--- src/design/odcd_pkg.sv ---
// Shared constants, opcode layout and decode helpers for the debug port ends.
package odcd_pkg;
  localparam logic [7:0] SYNC_CHAR = 8'h55;
  localparam logic [7:0] ACK_CHAR = 8'h40;
  // Opcode layout: kind in [7:5], address width or pointer select in [3:2], data width in [1:0].
  localparam int KIND_MSB = 7;
  localparam int KIND_LSB = 5;
  localparam logic [2:0] KIND_DIRECT_LOAD = 3'h0;
  localparam logic [2:0] KIND_INDIRECT_LOAD = 3'h1;
  localparam logic [2:0] KIND_DIRECT_STORE = 3'h2;
  localparam logic [2:0] KIND_INDIRECT_STORE = 3'h3;
  localparam logic [2:0] KIND_CTRL_SPACE_LOAD = 3'h4;
  localparam logic [2:0] KIND_REPEAT = 3'h5;
  localparam logic [2:0] KIND_CTRL_SPACE_STORE = 3'h6;
  localparam logic [1:0] SIZE_BYTE = 2'h0;
  localparam logic [1:0] SIZE_WORD = 2'h1;
  localparam logic [1:0] PTR_AT = 2'h0;
  localparam logic [1:0] PTR_AT_INC = 2'h1;
  localparam logic [1:0] PTR_REG = 2'h2;
  // Control space: 16 bytes, index 0 reads status, index 2 holds the turnaround idle count.
  localparam int CS_DEPTH = 16;
  localparam logic [3:0] CS_STATUS_IDX = 4'h0;
  localparam logic [3:0] CS_GUARD_IDX = 4'h2;
  localparam logic [7:0] GUARD_RESET = 8'h02;
  localparam int GUARD_FIELD_W = 3;
  // Timing: one link bit time expressed in core clock cycles.
  localparam int CLK_PERIOD_NS = 4;
  localparam int BIT_TIME_NS = 1000;
  localparam int BIT_CYCLES = BIT_TIME_NS / CLK_PERIOD_NS;
  localparam int GUARD_CNT_W = 12;
  localparam int BUF_DEPTH = 2;

  function automatic logic [2:0] op_kind(input logic [7:0] op);
    return op[KIND_MSB:KIND_LSB];
  endfunction : op_kind

  // Reserved width or pointer codes make an opcode invalid; so does any unknown kind.
  function automatic logic op_valid(input logic [7:0] op);
    logic [2:0] k;
    k = op[KIND_MSB:KIND_LSB];
    case (k)
      KIND_DIRECT_LOAD, KIND_DIRECT_STORE: return op[3:2] <= SIZE_WORD && op[1:0] <= SIZE_WORD;
      KIND_INDIRECT_LOAD, KIND_INDIRECT_STORE: return op[3:2] <= PTR_REG && op[1:0] <= SIZE_WORD;
      KIND_CTRL_SPACE_LOAD, KIND_CTRL_SPACE_STORE: return 1'b1;
      KIND_REPEAT: return op[1:0] == SIZE_BYTE;
      default: return 1'b0;
    endcase
  endfunction : op_valid
endpackage : odcd_pkg

--- src/design/odcd_link_if.sv ---
// Byte-level half-duplex link between the debugger end and the device end.
`timescale 1ns/10ps
interface odcd_link_if;
  logic h2dValid;
  logic h2dReady;
  logic [7:0] h2dData;
  logic h2dBreak;
  logic d2hValid;
  logic d2hReady;
  logic [7:0] d2hData;

  modport dev (
    input h2dValid,
    output h2dReady,
    input h2dData,
    input h2dBreak,
    output d2hValid,
    input d2hReady,
    output d2hData
  );

  modport host (
    output h2dValid,
    input h2dReady,
    output h2dData,
    output h2dBreak,
    input d2hValid,
    output d2hReady,
    input d2hData
  );
endinterface : odcd_link_if

--- src/design/odcd_skid_buf.sv ---
// Two-entry flip-flop buffer with valid and ready on both sides.
`timescale 1ns/10ps
module odcd_skid_buf #(
  parameter int W = 8
) (
  input wire logic core_clk,
  input wire logic rst,
  input wire logic inValid,
  output logic inReady,
  input wire logic [W-1:0] inData,
  output logic outValid,
  input wire logic outReady,
  output logic [W-1:0] outData
);
  logic [W-1:0] mem_ff [odcd_pkg::BUF_DEPTH];
  logic wrPtr_ff;
  logic rdPtr_ff;
  logic [1:0] count_ff;
  logic push;
  logic pop;

  assign inReady = count_ff != 2'(odcd_pkg::BUF_DEPTH);
  assign outValid = count_ff != 2'h0;
  assign outData = mem_ff[rdPtr_ff];
  assign push = inValid && inReady;
  assign pop = outValid && outReady;

  always_ff @(posedge core_clk) begin
    if (push) begin
      mem_ff[wrPtr_ff] <= inData;
    end
  end

  always_ff @(posedge core_clk) begin
    if (rst) begin
      wrPtr_ff <= 1'b0;
      rdPtr_ff <= 1'b0;
      count_ff <= 2'h0;
    end else begin
      if (push) begin
        wrPtr_ff <= ~wrPtr_ff;
      end
      if (pop) begin
        rdPtr_ff <= ~rdPtr_ff;
      end
      count_ff <= count_ff + 2'(push) - 2'(pop);
    end
  end
endmodule : odcd_skid_buf

--- src/design/odcd_device.sv ---
// Device end: instruction decoder of the single-wire debug port.
`timescale 1ns/10ps
module odcd_device (
  input wire logic core_clk,
  input wire logic rst,
  odcd_link_if.dev link,
  output logic busReq,
  output logic busWrite,
  output logic busWide,
  output logic [15:0] busAddr,
  output logic [15:0] busWdata,
  input wire logic [15:0] busRdata,
  input wire logic busAck
);
  typedef enum logic [2:0] {
    S_SYNC, S_OP, S_ADDR, S_DIN, S_ACC, S_GUARD, S_TX, S_END
  } odcd_dev_state_type;

  odcd_dev_state_type state_ff;
  odcd_dev_state_type startState;
  logic [2:0] kind_ff;
  logic [1:0] sel_ff;
  logic [1:0] aw_ff;
  logic [1:0] dw_ff;
  logic [3:0] csIdx_ff;
  logic [15:0] addr_ff;
  logic [15:0] data_ff;
  logic [15:0] ptr_ff;
  logic [1:0] cnt_ff;
  logic [7:0] rpt_ff;
  logic storeDataPhase_ff;
  logic txAck_ff;
  logic execDone_ff;
  logic [odcd_pkg::GUARD_CNT_W-1:0] guard_ff;
  logic [7:0] cs_ff [odcd_pkg::CS_DEPTH];
  logic rxTake;
  logic rxLast;
  logic txLast;
  logic needBus;
  logic ptrIsTarget;
  logic pushValid;
  logic pushReady;
  logic [7:0] pushData;
  logic [7:0] csRead;
  logic [odcd_pkg::GUARD_CNT_W-1:0] guardLoad;

  assign link.h2dReady = state_ff == S_SYNC || state_ff == S_OP || state_ff == S_ADDR ||
      state_ff == S_DIN;
  assign rxTake = link.h2dValid && link.h2dReady;
  assign rxLast = cnt_ff == (state_ff == S_ADDR ? aw_ff : dw_ff);
  assign txLast = txAck_ff || cnt_ff == dw_ff;
  assign ptrIsTarget = sel_ff == odcd_pkg::PTR_REG;
  assign needBus = kind_ff == odcd_pkg::KIND_DIRECT_LOAD || kind_ff == odcd_pkg::KIND_DIRECT_STORE
      || ((kind_ff == odcd_pkg::KIND_INDIRECT_LOAD || kind_ff == odcd_pkg::KIND_INDIRECT_STORE)
      && !ptrIsTarget);
  // The idle time is counted at the fixed link bit rate, so it scales with the field value.
  assign guardLoad = odcd_pkg::GUARD_CNT_W'(
      cs_ff[odcd_pkg::CS_GUARD_IDX][odcd_pkg::GUARD_FIELD_W-1:0] * odcd_pkg::BIT_CYCLES);
  assign csRead = csIdx_ff == odcd_pkg::CS_STATUS_IDX ? {7'h00, |rpt_ff} : cs_ff[csIdx_ff];

  // Bus access: the pointer feeds indirect accesses, the received address feeds direct ones.
  assign busReq = state_ff == S_ACC && needBus;
  assign busWrite = kind_ff == odcd_pkg::KIND_DIRECT_STORE ||
      kind_ff == odcd_pkg::KIND_INDIRECT_STORE;
  assign busWide = dw_ff == odcd_pkg::SIZE_WORD;
  assign busAddr = (kind_ff == odcd_pkg::KIND_DIRECT_LOAD ||
      kind_ff == odcd_pkg::KIND_DIRECT_STORE) ? addr_ff : ptr_ff;
  assign busWdata = data_ff;

  always_comb begin
    case (kind_ff)
      odcd_pkg::KIND_DIRECT_LOAD, odcd_pkg::KIND_DIRECT_STORE: startState = S_ADDR;
      odcd_pkg::KIND_INDIRECT_STORE: startState = ptrIsTarget ? S_ADDR : S_DIN;
      odcd_pkg::KIND_INDIRECT_LOAD, odcd_pkg::KIND_CTRL_SPACE_LOAD: startState = S_ACC;
      default: startState = S_DIN;
    endcase
  end

  assign pushValid = state_ff == S_TX;
  assign pushData = txAck_ff ? odcd_pkg::ACK_CHAR : data_ff[8*cnt_ff[0] +: 8];

  // A break also drops reply bytes still waiting, so nothing stale follows it.
  odcd_skid_buf #(.W(8)) txBuf (
    .core_clk(core_clk),
    .rst(rst || link.h2dBreak),
    .inValid(pushValid),
    .inReady(pushReady),
    .inData(pushData),
    .outValid(link.d2hValid),
    .outReady(link.d2hReady),
    .outData(link.d2hData)
  );

  // Main sequencer; a break on the link aborts everything, repeats included.
  always_ff @(posedge core_clk) begin
    if (rst || link.h2dBreak) begin
      state_ff <= S_SYNC;
      cnt_ff <= 2'h0;
      storeDataPhase_ff <= 1'b0;
      txAck_ff <= 1'b0;
      guard_ff <= '0;
      execDone_ff <= 1'b0;
    end else begin
      case (state_ff)
        S_SYNC: begin
          if (rxTake && link.h2dData == odcd_pkg::SYNC_CHAR) begin
            state_ff <= S_OP;
          end
        end
        S_OP: begin
          if (rxTake) begin
            state_ff <= odcd_pkg::op_valid(link.h2dData) ? S_END : S_SYNC;
            cnt_ff <= 2'h0;
            storeDataPhase_ff <= 1'b0;
          end
        end
        S_ADDR: begin
          if (rxTake) begin
            cnt_ff <= cnt_ff + 2'h1;
            if (rxLast) begin
              cnt_ff <= 2'h0;
              state_ff <= kind_ff == odcd_pkg::KIND_DIRECT_LOAD ? S_ACC : S_GUARD;
              txAck_ff <= 1'b1;
              guard_ff <= guardLoad;
            end
          end
        end
        S_DIN: begin
          if (rxTake) begin
            cnt_ff <= cnt_ff + 2'h1;
            if (rxLast) begin
              cnt_ff <= 2'h0;
              if (kind_ff == odcd_pkg::KIND_REPEAT) begin
                state_ff <= S_SYNC;
              end else if (kind_ff == odcd_pkg::KIND_CTRL_SPACE_STORE) begin
                state_ff <= S_END;
                execDone_ff <= 1'b1;
              end else begin
                state_ff <= S_ACC;
              end
            end
          end
        end
        S_ACC: begin
          if (!needBus || busAck) begin
            state_ff <= S_GUARD;
            txAck_ff <= busWrite;
            guard_ff <= guardLoad;
          end
        end
        S_GUARD: begin
          if (guard_ff == '0) begin
            state_ff <= S_TX;
          end else begin
            guard_ff <= guard_ff - 1'b1;
          end
        end
        S_TX: begin
          if (pushReady) begin
            cnt_ff <= cnt_ff + 2'h1;
            if (txLast) begin
              cnt_ff <= 2'h0;
              txAck_ff <= 1'b0;
              if (kind_ff == odcd_pkg::KIND_DIRECT_STORE && !storeDataPhase_ff) begin
                storeDataPhase_ff <= 1'b1;
                state_ff <= S_DIN;
              end else begin
                state_ff <= S_END;
                execDone_ff <= 1'b1;
              end
            end
          end
        end
        S_END: begin
          // Passed after the opcode and after each execution; a pending repeat reopens operands.
          storeDataPhase_ff <= 1'b0;
          execDone_ff <= 1'b0;
          if (execDone_ff && rpt_ff == 8'h00) begin
            state_ff <= S_SYNC;
          end else begin
            state_ff <= startState;
          end
        end
        default: state_ff <= S_SYNC;
      endcase
    end
  end

  // Repeat bookkeeping: execDone_ff marks in S_END that an execution has finished.
  always_ff @(posedge core_clk) begin
    if (rst || link.h2dBreak) begin
      rpt_ff <= 8'h00;
    end else if (state_ff == S_DIN && rxTake && kind_ff == odcd_pkg::KIND_REPEAT) begin
      rpt_ff <= link.h2dData;
    end else if (state_ff == S_END && execDone_ff && rpt_ff != 8'h00) begin
      rpt_ff <= rpt_ff - 8'h01;
    end
  end

  // Decoded opcode fields; they stay put through repeats so operands alone can follow.
  always_ff @(posedge core_clk) begin
    if (rst) begin
      kind_ff <= odcd_pkg::KIND_DIRECT_LOAD;
      sel_ff <= odcd_pkg::PTR_AT;
      aw_ff <= odcd_pkg::SIZE_BYTE;
      dw_ff <= odcd_pkg::SIZE_BYTE;
      csIdx_ff <= 4'h0;
    end else if (state_ff == S_OP && rxTake) begin
      kind_ff <= odcd_pkg::op_kind(link.h2dData);
      sel_ff <= link.h2dData[3:2];
      csIdx_ff <= link.h2dData[3:0];
      case (odcd_pkg::op_kind(link.h2dData))
        odcd_pkg::KIND_DIRECT_LOAD, odcd_pkg::KIND_DIRECT_STORE: begin
          aw_ff <= link.h2dData[3:2];
          dw_ff <= link.h2dData[1:0];
        end
        odcd_pkg::KIND_INDIRECT_LOAD, odcd_pkg::KIND_INDIRECT_STORE: begin
          aw_ff <= link.h2dData[1:0];
          dw_ff <= link.h2dData[1:0];
        end
        default: begin
          aw_ff <= odcd_pkg::SIZE_BYTE;
          dw_ff <= odcd_pkg::SIZE_BYTE;
        end
      endcase
    end
  end

  // Address, data and pointer registers.
  always_ff @(posedge core_clk) begin
    if (rst) begin
      addr_ff <= 16'h0000;
      data_ff <= 16'h0000;
      ptr_ff <= 16'h0000;
    end else begin
      if (state_ff == S_ADDR && rxTake) begin
        addr_ff[8*cnt_ff[0] +: 8] <= link.h2dData;
        if (kind_ff == odcd_pkg::KIND_INDIRECT_STORE) begin
          ptr_ff[8*cnt_ff[0] +: 8] <= link.h2dData;
          if (cnt_ff == 2'h0) begin
            ptr_ff[15:8] <= 8'h00;
          end
        end
        if (cnt_ff == 2'h0) begin
          addr_ff[15:8] <= 8'h00;
        end
      end
      if (state_ff == S_DIN && rxTake) begin
        data_ff[8*cnt_ff[0] +: 8] <= link.h2dData;
        if (cnt_ff == 2'h0) begin
          data_ff[15:8] <= 8'h00;
        end
      end
      if (state_ff == S_ACC && !busWrite) begin
        if (kind_ff == odcd_pkg::KIND_CTRL_SPACE_LOAD) begin
          data_ff <= {8'h00, csRead};
        end else if (kind_ff == odcd_pkg::KIND_INDIRECT_LOAD && ptrIsTarget) begin
          data_ff <= ptr_ff;
        end else if (busAck) begin
          data_ff <= busRdata;
        end
      end
      if (state_ff == S_ACC && busAck && busWrite && sel_ff == odcd_pkg::PTR_AT_INC &&
          kind_ff == odcd_pkg::KIND_INDIRECT_STORE) begin
        ptr_ff <= ptr_ff + (busWide ? 16'h0002 : 16'h0001);
      end
      if (state_ff == S_ACC && busAck && !busWrite && sel_ff == odcd_pkg::PTR_AT_INC &&
          kind_ff == odcd_pkg::KIND_INDIRECT_LOAD) begin
        ptr_ff <= ptr_ff + (busWide ? 16'h0002 : 16'h0001);
      end
    end
  end

  // Control space storage; a break restores the turnaround idle count default.
  always_ff @(posedge core_clk) begin
    if (rst || link.h2dBreak) begin
      for (int i = 0; i < odcd_pkg::CS_DEPTH; i++) begin
        cs_ff[i] <= i == int'(odcd_pkg::CS_GUARD_IDX) ? odcd_pkg::GUARD_RESET : 8'h00;
      end
    end else if (state_ff == S_DIN && rxTake && kind_ff == odcd_pkg::KIND_CTRL_SPACE_STORE) begin
      cs_ff[csIdx_ff] <= link.h2dData;
    end
  end
endmodule : odcd_device

--- src/flat_wrapper.sv ---
// flat-port wrapper written by rule: the top's interface ports become plain ports
module odcd_device_flat 
  (core_clk, rst, busReq, busWrite, busWide, busAddr, busWdata, busRdata, busAck, link_h2dValid, link_h2dReady, link_h2dData, link_h2dBreak, link_d2hValid, link_d2hReady, link_d2hData);
  odcd_link_if link_i ();
  input wire logic core_clk;
  input wire logic rst;
  output logic busReq;
  output logic busWrite;
  output logic busWide;
  output logic [15:0] busAddr;
  output logic [15:0] busWdata;
  input wire logic [15:0] busRdata;
  input wire logic busAck;
  input wire logic [$bits(link_i.h2dValid)-1:0] link_h2dValid;
  output wire logic [$bits(link_i.h2dReady)-1:0] link_h2dReady;
  input wire logic [$bits(link_i.h2dData)-1:0] link_h2dData;
  input wire logic [$bits(link_i.h2dBreak)-1:0] link_h2dBreak;
  output wire logic [$bits(link_i.d2hValid)-1:0] link_d2hValid;
  input wire logic [$bits(link_i.d2hReady)-1:0] link_d2hReady;
  output wire logic [$bits(link_i.d2hData)-1:0] link_d2hData;
  assign link_i.h2dValid = link_h2dValid;
  assign link_h2dReady = link_i.h2dReady;
  assign link_i.h2dData = link_h2dData;
  assign link_i.h2dBreak = link_h2dBreak;
  assign link_d2hValid = link_i.d2hValid;
  assign link_i.d2hReady = link_d2hReady;
  assign link_d2hData = link_i.d2hData;
  odcd_device u_core (.core_clk(core_clk), .rst(rst), .link(link_i), .busReq(busReq), .busWrite(busWrite), .busWide(busWide), .busAddr(busAddr), .busWdata(busWdata), .busRdata(busRdata), .busAck(busAck));
endmodule
--- config.mk ---
export PLATFORM = sky130hd
export DESIGN_NAME = odcd_device_flat
export DESIGN_NICKNAME = d
export VERILOG_FILES = /design/src/design/odcd_pkg.sv /design/src/design/odcd_link_if.sv /design/src/design/odcd_skid_buf.sv /design/src/design/odcd_device.sv /design/src/flat_wrapper.sv
export SDC_FILE = /design/constraint.sdc
export NUM_CORES = 1
export LEC_CHECK = 0
export BUFFER_PORTS_ARGS = -buffer_cell sky130_fd_sc_hd__buf_2
export CAP_MARGIN = 30
export CORE_UTILIZATION = 38
export CTS_CLUSTER_SIZE = 12
export DETAILED_ROUTE_END_ITERATION = 6
export SYNTH_ARGS = -nofsm -noshare
export SYNTH_HDL_FRONTEND = slang
export SYNTH_HIERARCHICAL = 1
export SYNTH_SLANG_ARGS = --single-unit
--- constraint.sdc ---
create_clock -name core_clk -period 3.1 [get_ports core_clk]
set_clock_uncertainty 0.05 [all_clocks]
set_input_delay 0.62 -clock core_clk [delete_from_list [all_inputs] [get_ports core_clk]]
set_output_delay 0.62 -clock core_clk [all_outputs]
set_load 0.005 [all_outputs]
==> flow_metrics.tcl, run 1 <==
set metrics [dict create \
    synthFlopType "edfxtp_1" \
    min-delay-path-class "input port to flip-flop" \
    cts_tree "built" \
    via_per_inst 5.57 \
    core_area_mm2 0.0329 \
    nets 1349 \
    crit_path_start "u_core/kind_ff[2]" \
    area_delta_synth_final_pct 13.8 \
    cts.sinks 240 \
    antenna_left 0 \
    p_total_mw 7.04 \
    cts_buffer_depth 3 \
    clockPowerShare 0.429 \
    cts-hold-fix-buffers 0 \
    ys_ff_latch 240 \
    post_cts_buffers 0 \
    critPathMaxFanout 18 \
    gr-total-overflow 0 \
    postSynth.asyncResetShare 0 \
    power_leakage_nw 5.41 \
    seq_power_share 0.498 \
    internal_power_mw 5.35 \
    final_cell_area_mm2 0.0146 \
    diodes 0 \
    drive_above_1_share 0.197 \
    cts_resized 0 \
    switching_power_mw 1.69 \
    drc 0 \
    period_share 0.911 \
    synth_area_leaders "edfxtp_1, dfxtp_1, and2_1, mux4_2, a21oi_1" \
    wl_um 35600 \
    critical_path_class "flip-flop to output pin" \
    synth_area_per_cell_um2 10.4 \
    regToRegSetupSlack_ns 0.37 \
    drt_iter0_drc 796 \
    setup.worst_path.start_class "flip-flop" \
    seq_area_frac_synth 0.486 \
    place_area_mm2 0.0138 \
    hold_viol_final 0 \
    required_ns 2.43 \
    core.rowCount 66 \
    slew_headroom 0.477 \
    setup_viol_count_final 0 \
    grt_max_degree 57 \
    synth-edff-count 144 \
    vias 9805 \
    tns_ns 0 \
    grt_pass1_vias 9194 \
    wl_per_cell_um 20.2 \
    cp_common_cell "buf_4" \
    synthTopCellsByCount "edfxtp_1, and2_1, nor2_1" \
    num_io_pins 75 \
    swShare 0.240 \
    place_congestion 0.916 \
    clk_pin_slew_worst_paths_ns 0.06 \
    rr_worst_depth 9 \
    status "completed" \
    drtPass1Iterations 5 \
    post-route-min-period_ns 2.82 \
    cts_buffers 27 \
    path_cells "buf_4, nor2_2, buf_4, mux2_2, buf_2" \
    max_clock_freq_mhz 354 \
    fillers 3148 \
    peakVddDrop_uv 447 \
    htree_num_levels 1 \
    port_buffers 74 \
    regToRegEndpoint "u_core/ptr_ff[9]" \
    ys_warn_count 6 \
    syn_inst 1231 \
    cp_slowest_cell "dfxtp_1" \
    critPathArrivalTime_ns 2.15 \
    endpoint_kind "output pin" \
    synth_top_cell_by_area "edfxtp_1" \
    syn_area_mm2 0.0128 \
    die_h_um 186 \
    r2r_start "u_core/dw_ff[1]" \
    yosys.cell_count.top_type "edfxtp_1" \
    pwr-share-comb 0.073 \
    power_density_mw_per_mm2 482 \
    cp_slowest_stage_delay_ns 0.40 \
    netlist.area_leader.share 0.337 \
    hpwl_um 24500 \
    track_usage 0.204 \
    clk_latency_ns 0.55 \
    hold_ws_ns 0.304 \
    endpoint "busAddr[13]" \
    cap_violations 0 \
    chipWidth_um 186 \
    cts_root_buf "clkbuf_16" \
    synth.distinct_cells 86 \
    worstMarginPinSlew_ns 0.780 \
    antenna_found_initial 0 \
    start_util 0.391 \
    dieArea_mm2 0.0345 \
    grt_setup_unrepaired "false" \
    drv_slew 0 \
    synth_nets 1283 \
    grt_pass1_wl_um 53700 \
]
## worst min-delay path by stage
stage	from	end	slack, ns	cells after the start
3_3_place_gp	u_core/addr_ff[8]	u_core/addr_ff[8]	0.39	2
2_1_floorplan	u_core/addr_ff[10]	u_core/addr_ff[10]	0.38	2
3_5_place_dp	u_core/addr_ff[9]	u_core/addr_ff[9]	0.40	2
4_1_cts	busRdata[12]	u_core/busWdata[12]	0.29	3
5_1_grt	busRdata[8]	u_core/busWdata[8]	0.31	3
6_report	busRdata[15]	u_core/busWdata[15]	0.30	3
## per-layer routing
metal / share of wire / global-route usage / wire length (µm)
met1: 0.46 / 0.286 / 16400
met5: 0 / 0 / 0
met2: 0.46 / 0.331 / 16400
met4: 0.026 / 0.0567 / 914
met3: 0.054 / 0.0243 / 1930
## through the flow
step                setup slack, ns  cells   util
CTS                           0.286   1759  0.444
floorplan                     0.449   1231      -
finish                        0.276   1759  0.444
detailed placement            0.249   1710  0.419
global placement              0.289   1710  0.419
global route                  0.202   1759  0.444
## final cells by class
class | count | area [µm²] | share of cell area
sequential | 240 | 6250 | 0.428
multi-input combinational | 875 | 6100 | 0.418
timing repair buffer | 127 | 781 | 0.0535
clock buffer | 33 | 708 | 0.0485
tap | 442 | 553 | 0.0379
clock inverter | 16 | 114 | 0.00780
inverter | 26 | 97.6 | 0.00668
## worst max-delay path, delay by kind of cell (launching register included)
family | cells | cell delay (ns)
buffers and inverters | 3 | 0.64
flip-flops | 1 | 0.40
multiplexers | 1 | 0.40
AND/OR/NAND/NOR | 1 | 0.17
## sequential cells by signal, indices dropped and copies added (netlist names), 3 cells and up, named ones only
register	cells
u_core/cs_ff	128
u_core/addr_ff	16
u_core/busWdata	16
u_core/ptr_ff	16
u_core/txBuf/mem_ff	16
u_core/guard_ff	12
u_core/rpt_ff	8
u_core/kind_ff	3
u_core/state_ff	3
## kinds of logic (layout without fill, tap and decap cells)
kind of cell | Yosys count | after routing | share of synthesized area
flops | 240 | 240 | 0.486
compound gates | 257 | 257 | 0.128
fa+ha+maj | 22 | 22 | 0.0244
mux | 95 | 95 | 0.109
xor+xnor | 10 | 10 | 0.00682
buf+inv | 116 | 202 | 0.0383
simple gates | 491 | 491 | 0.207
## placed cells by master (no fill, tap or decap), types with 6 or more instances in the layout
cell,count
a211oi_1,14
a21o_1,9
a21oi_1,77
a22oi_1,14
a31oi_1,12
and2_1,134
buf_2,74
buf_4,52
clkbuf_16,27
clkinv_1,6
clkinv_2,9
dfxtp_1,95
edfxtp_1,144
ha_1,17
inv_1,23
mux2_2,24
mux2i_1,38
mux4_2,33
nand2_1,92
nand2b_1,23
nand3_1,43
nand3b_1,8
nor2_1,97
nor2_2,6
nor2b_1,6
nor3_1,23
nor3_2,7
nor4_1,9
o21ai_0,55
o21ai_1,8
o31ai_1,15
or3_1,6
xor2_1,6
## power by group through the flow
stage / clock network, mW / registers, mW / logic [mW]
after global routing: 3.19 / 3.51 / 0.553
after CTS: 3.08 / 3.50 / 0.512
after floorplan: 0 / 3.54 / 0.335
after detailed placement: 0 / 3.57 / 0.510
final: 3.02 / 3.51 / 0.513
after global placement: 0 / 3.57 / 0.505
Note: power is estimated with default switching activity, not from simulation.
==> run 2: changes to the inputs <==
CORE_UTILIZATION = 62   (was 38)
PLACE_DENSITY = 0.81   (was not set)
==> flow_metrics.tcl, run 2 (synthesis results as in run 1) <==
set metrics [dict create \
    hold_viol_final 0 \
    gr-total-overflow 0 \
    setup.worst_path.start_class "flip-flop" \
    regToRegSetupSlack_ns 0.39 \
    top_usage_layer "met2" \
    largest_reg_flops 128 \
    setup_viol_count_final 0 \
    endpoint "u_core/guard_ff[6]" \
    post_cts_buffers 0 \
    post_layout_nonfiller_instances 1576 \
    drtPass1Iterations 7 \
    post-route-min-period_ns 2.71 \
    cts_resized 0 \
    cap_violations 0 \
    start_util 0.633 \
    drive_above_1_share 0.186 \
    power_leakage_nw 5.31 \
    clk_pin_slew_worst_paths_ns 0.06 \
    crit_path_start "u_core/cs_ff[2][1]" \
    grt_util_met3 0.0408 \
    core.rowCount 52 \
    regToRegEndpoint "u_core/guard_ff[6]" \
    top_register "u_core/cs_ff" \
    cts_tree "built" \
    clk_latency_ns 0.52 \
    grt_setup_unrepaired "false" \
    min-delay-path-class "input port to flip-flop" \
    via_per_inst 6.39 \
    grt_use_met2 0.522 \
    cts-hold-fix-buffers 0 \
    place_congestion 0.909 \
    place_area_mm2 0.0135 \
    vias 10100 \
    antenna_left 0 \
    fillers 1498 \
    dieArea_mm2 0.0213 \
    period_share 0.875 \
    utilization 0.702 \
    core_area_mm2 0.0203 \
    area_delta_synth_final_pct 10.9 \
    cts.sinks 240 \
    drv_slew 0 \
    track_usage 0.310 \
    power_density_mw_per_mm2 477 \
    slew_headroom 0.513 \
    peakVddDrop_uv 588 \
    status "completed" \
    nets 1337 \
    cts_buffer_depth 3 \
    grt_pass1_vias 9422 \
    grt_max_degree 57 \
    cts_root_buf "clkbuf_16" \
    port_buffers 74 \
    critPathArrivalTime_ns 3.08 \
    antenna_found_initial 0 \
    global_route.usage.met1 0.418 \
    rr_worst_depth 6 \
    dpl.cell_count 1528 \
    wl_per_cell_um 21.0 \
    r2r_start "u_core/cs_ff[2][1]" \
    mostFrequentLayoutCells "edfxtp_1, and2_1, nor2_1, dfxtp_1, nand2_1" \
    hpwl_um 22400 \
    num_io_pins 75 \
    chipWidth_um 146 \
    p_total_mw 6.79 \
    critical_path_class "flip-flop to flip-flop" \
    grt_pass1_wl_um 51700 \
    cts_buffers 25 \
    final_cell_area_mm2 0.0142 \
    die_h_um 146 \
    required_ns 3.46 \
    drc 0 \
    hold_ws_ns 0.325 \
    timing.final.ws_setup_ns 0.388 \
    worstMarginPinSlew_ns 0.726 \
    critPathMaxFanout 5 \
    drt_iter0_drc 1260 \
    max_clock_freq_mhz 369 \
    place_ws_ns 0.307 \
    wl_um 33100 \
    tns_ns 0 \
    htree_num_levels 1 \
    layout_commonest_cell "edfxtp_1" \
    endpoint_kind "flip-flop" \
]
==> run 2: cell types whose count changed in the layout (fill, tap and decap cells not counted), sizes merged <==
cell    change
buf        -10
clkbuf      +6
clkinv      -8
diode       +2
bufinv      -1
==> run 2: critical path: stages (launching register included) <==
cell and delay, ns:
edfxtp_1 0.49, inv_1 0.15, fa_1 0.52, inv_1 0.11, fa_1 0.48, fa_1 0.45
o311a_1 0.35
==> run 2: how the worst min path moves through the flow <==
stage                                   from                  end  slack (ns)  cells after the start
after floorplan           u_core/addr_ff[10]   u_core/addr_ff[10]        0.38                      2
after CTS                       busRdata[11]  u_core/busWdata[11]        0.32                      3
after global placement     u_core/addr_ff[9]    u_core/addr_ff[9]        0.39                      2
final                            busRdata[9]   u_core/busWdata[9]        0.32                      3
after detailed placement  u_core/addr_ff[15]   u_core/addr_ff[15]        0.40                      2
after global routing            busRdata[11]  u_core/busWdata[11]        0.34                      3
==> run 2: power by group <==
part,leakage [nW],internal (mW),switching (mW)
Combinational,2.60,0.184,0.318
Clock,0.364,1.57,1.22
Sequential,2.35,3.45,0.0518
Total,5.31,5.20,1.59
==> run 2: routing by layer <==
metal / vias to the layer above / part of all wire
met4: 0 / 0.032
met5: - / 0
met1: 4837 / 0.40
met3: 76 / 0.083
met2: 554 / 0.49
li1: 4603 / -
==> run 2: layout make-up <==
type | instances | area (µm²) | share of cell area
multi-input cells | 875 | 6100 | 0.429
clock inverters | 7 | 35.0 | 0.00246
inverters | 26 | 97.6 | 0.00685
flip-flops and latches | 240 | 6250 | 0.439
diodes | 2 | 5.00 | 0.000351
clock buffers | 39 | 708 | 0.0497
well taps | 270 | 338 | 0.0237
repair buffers | 117 | 706 | 0.0496
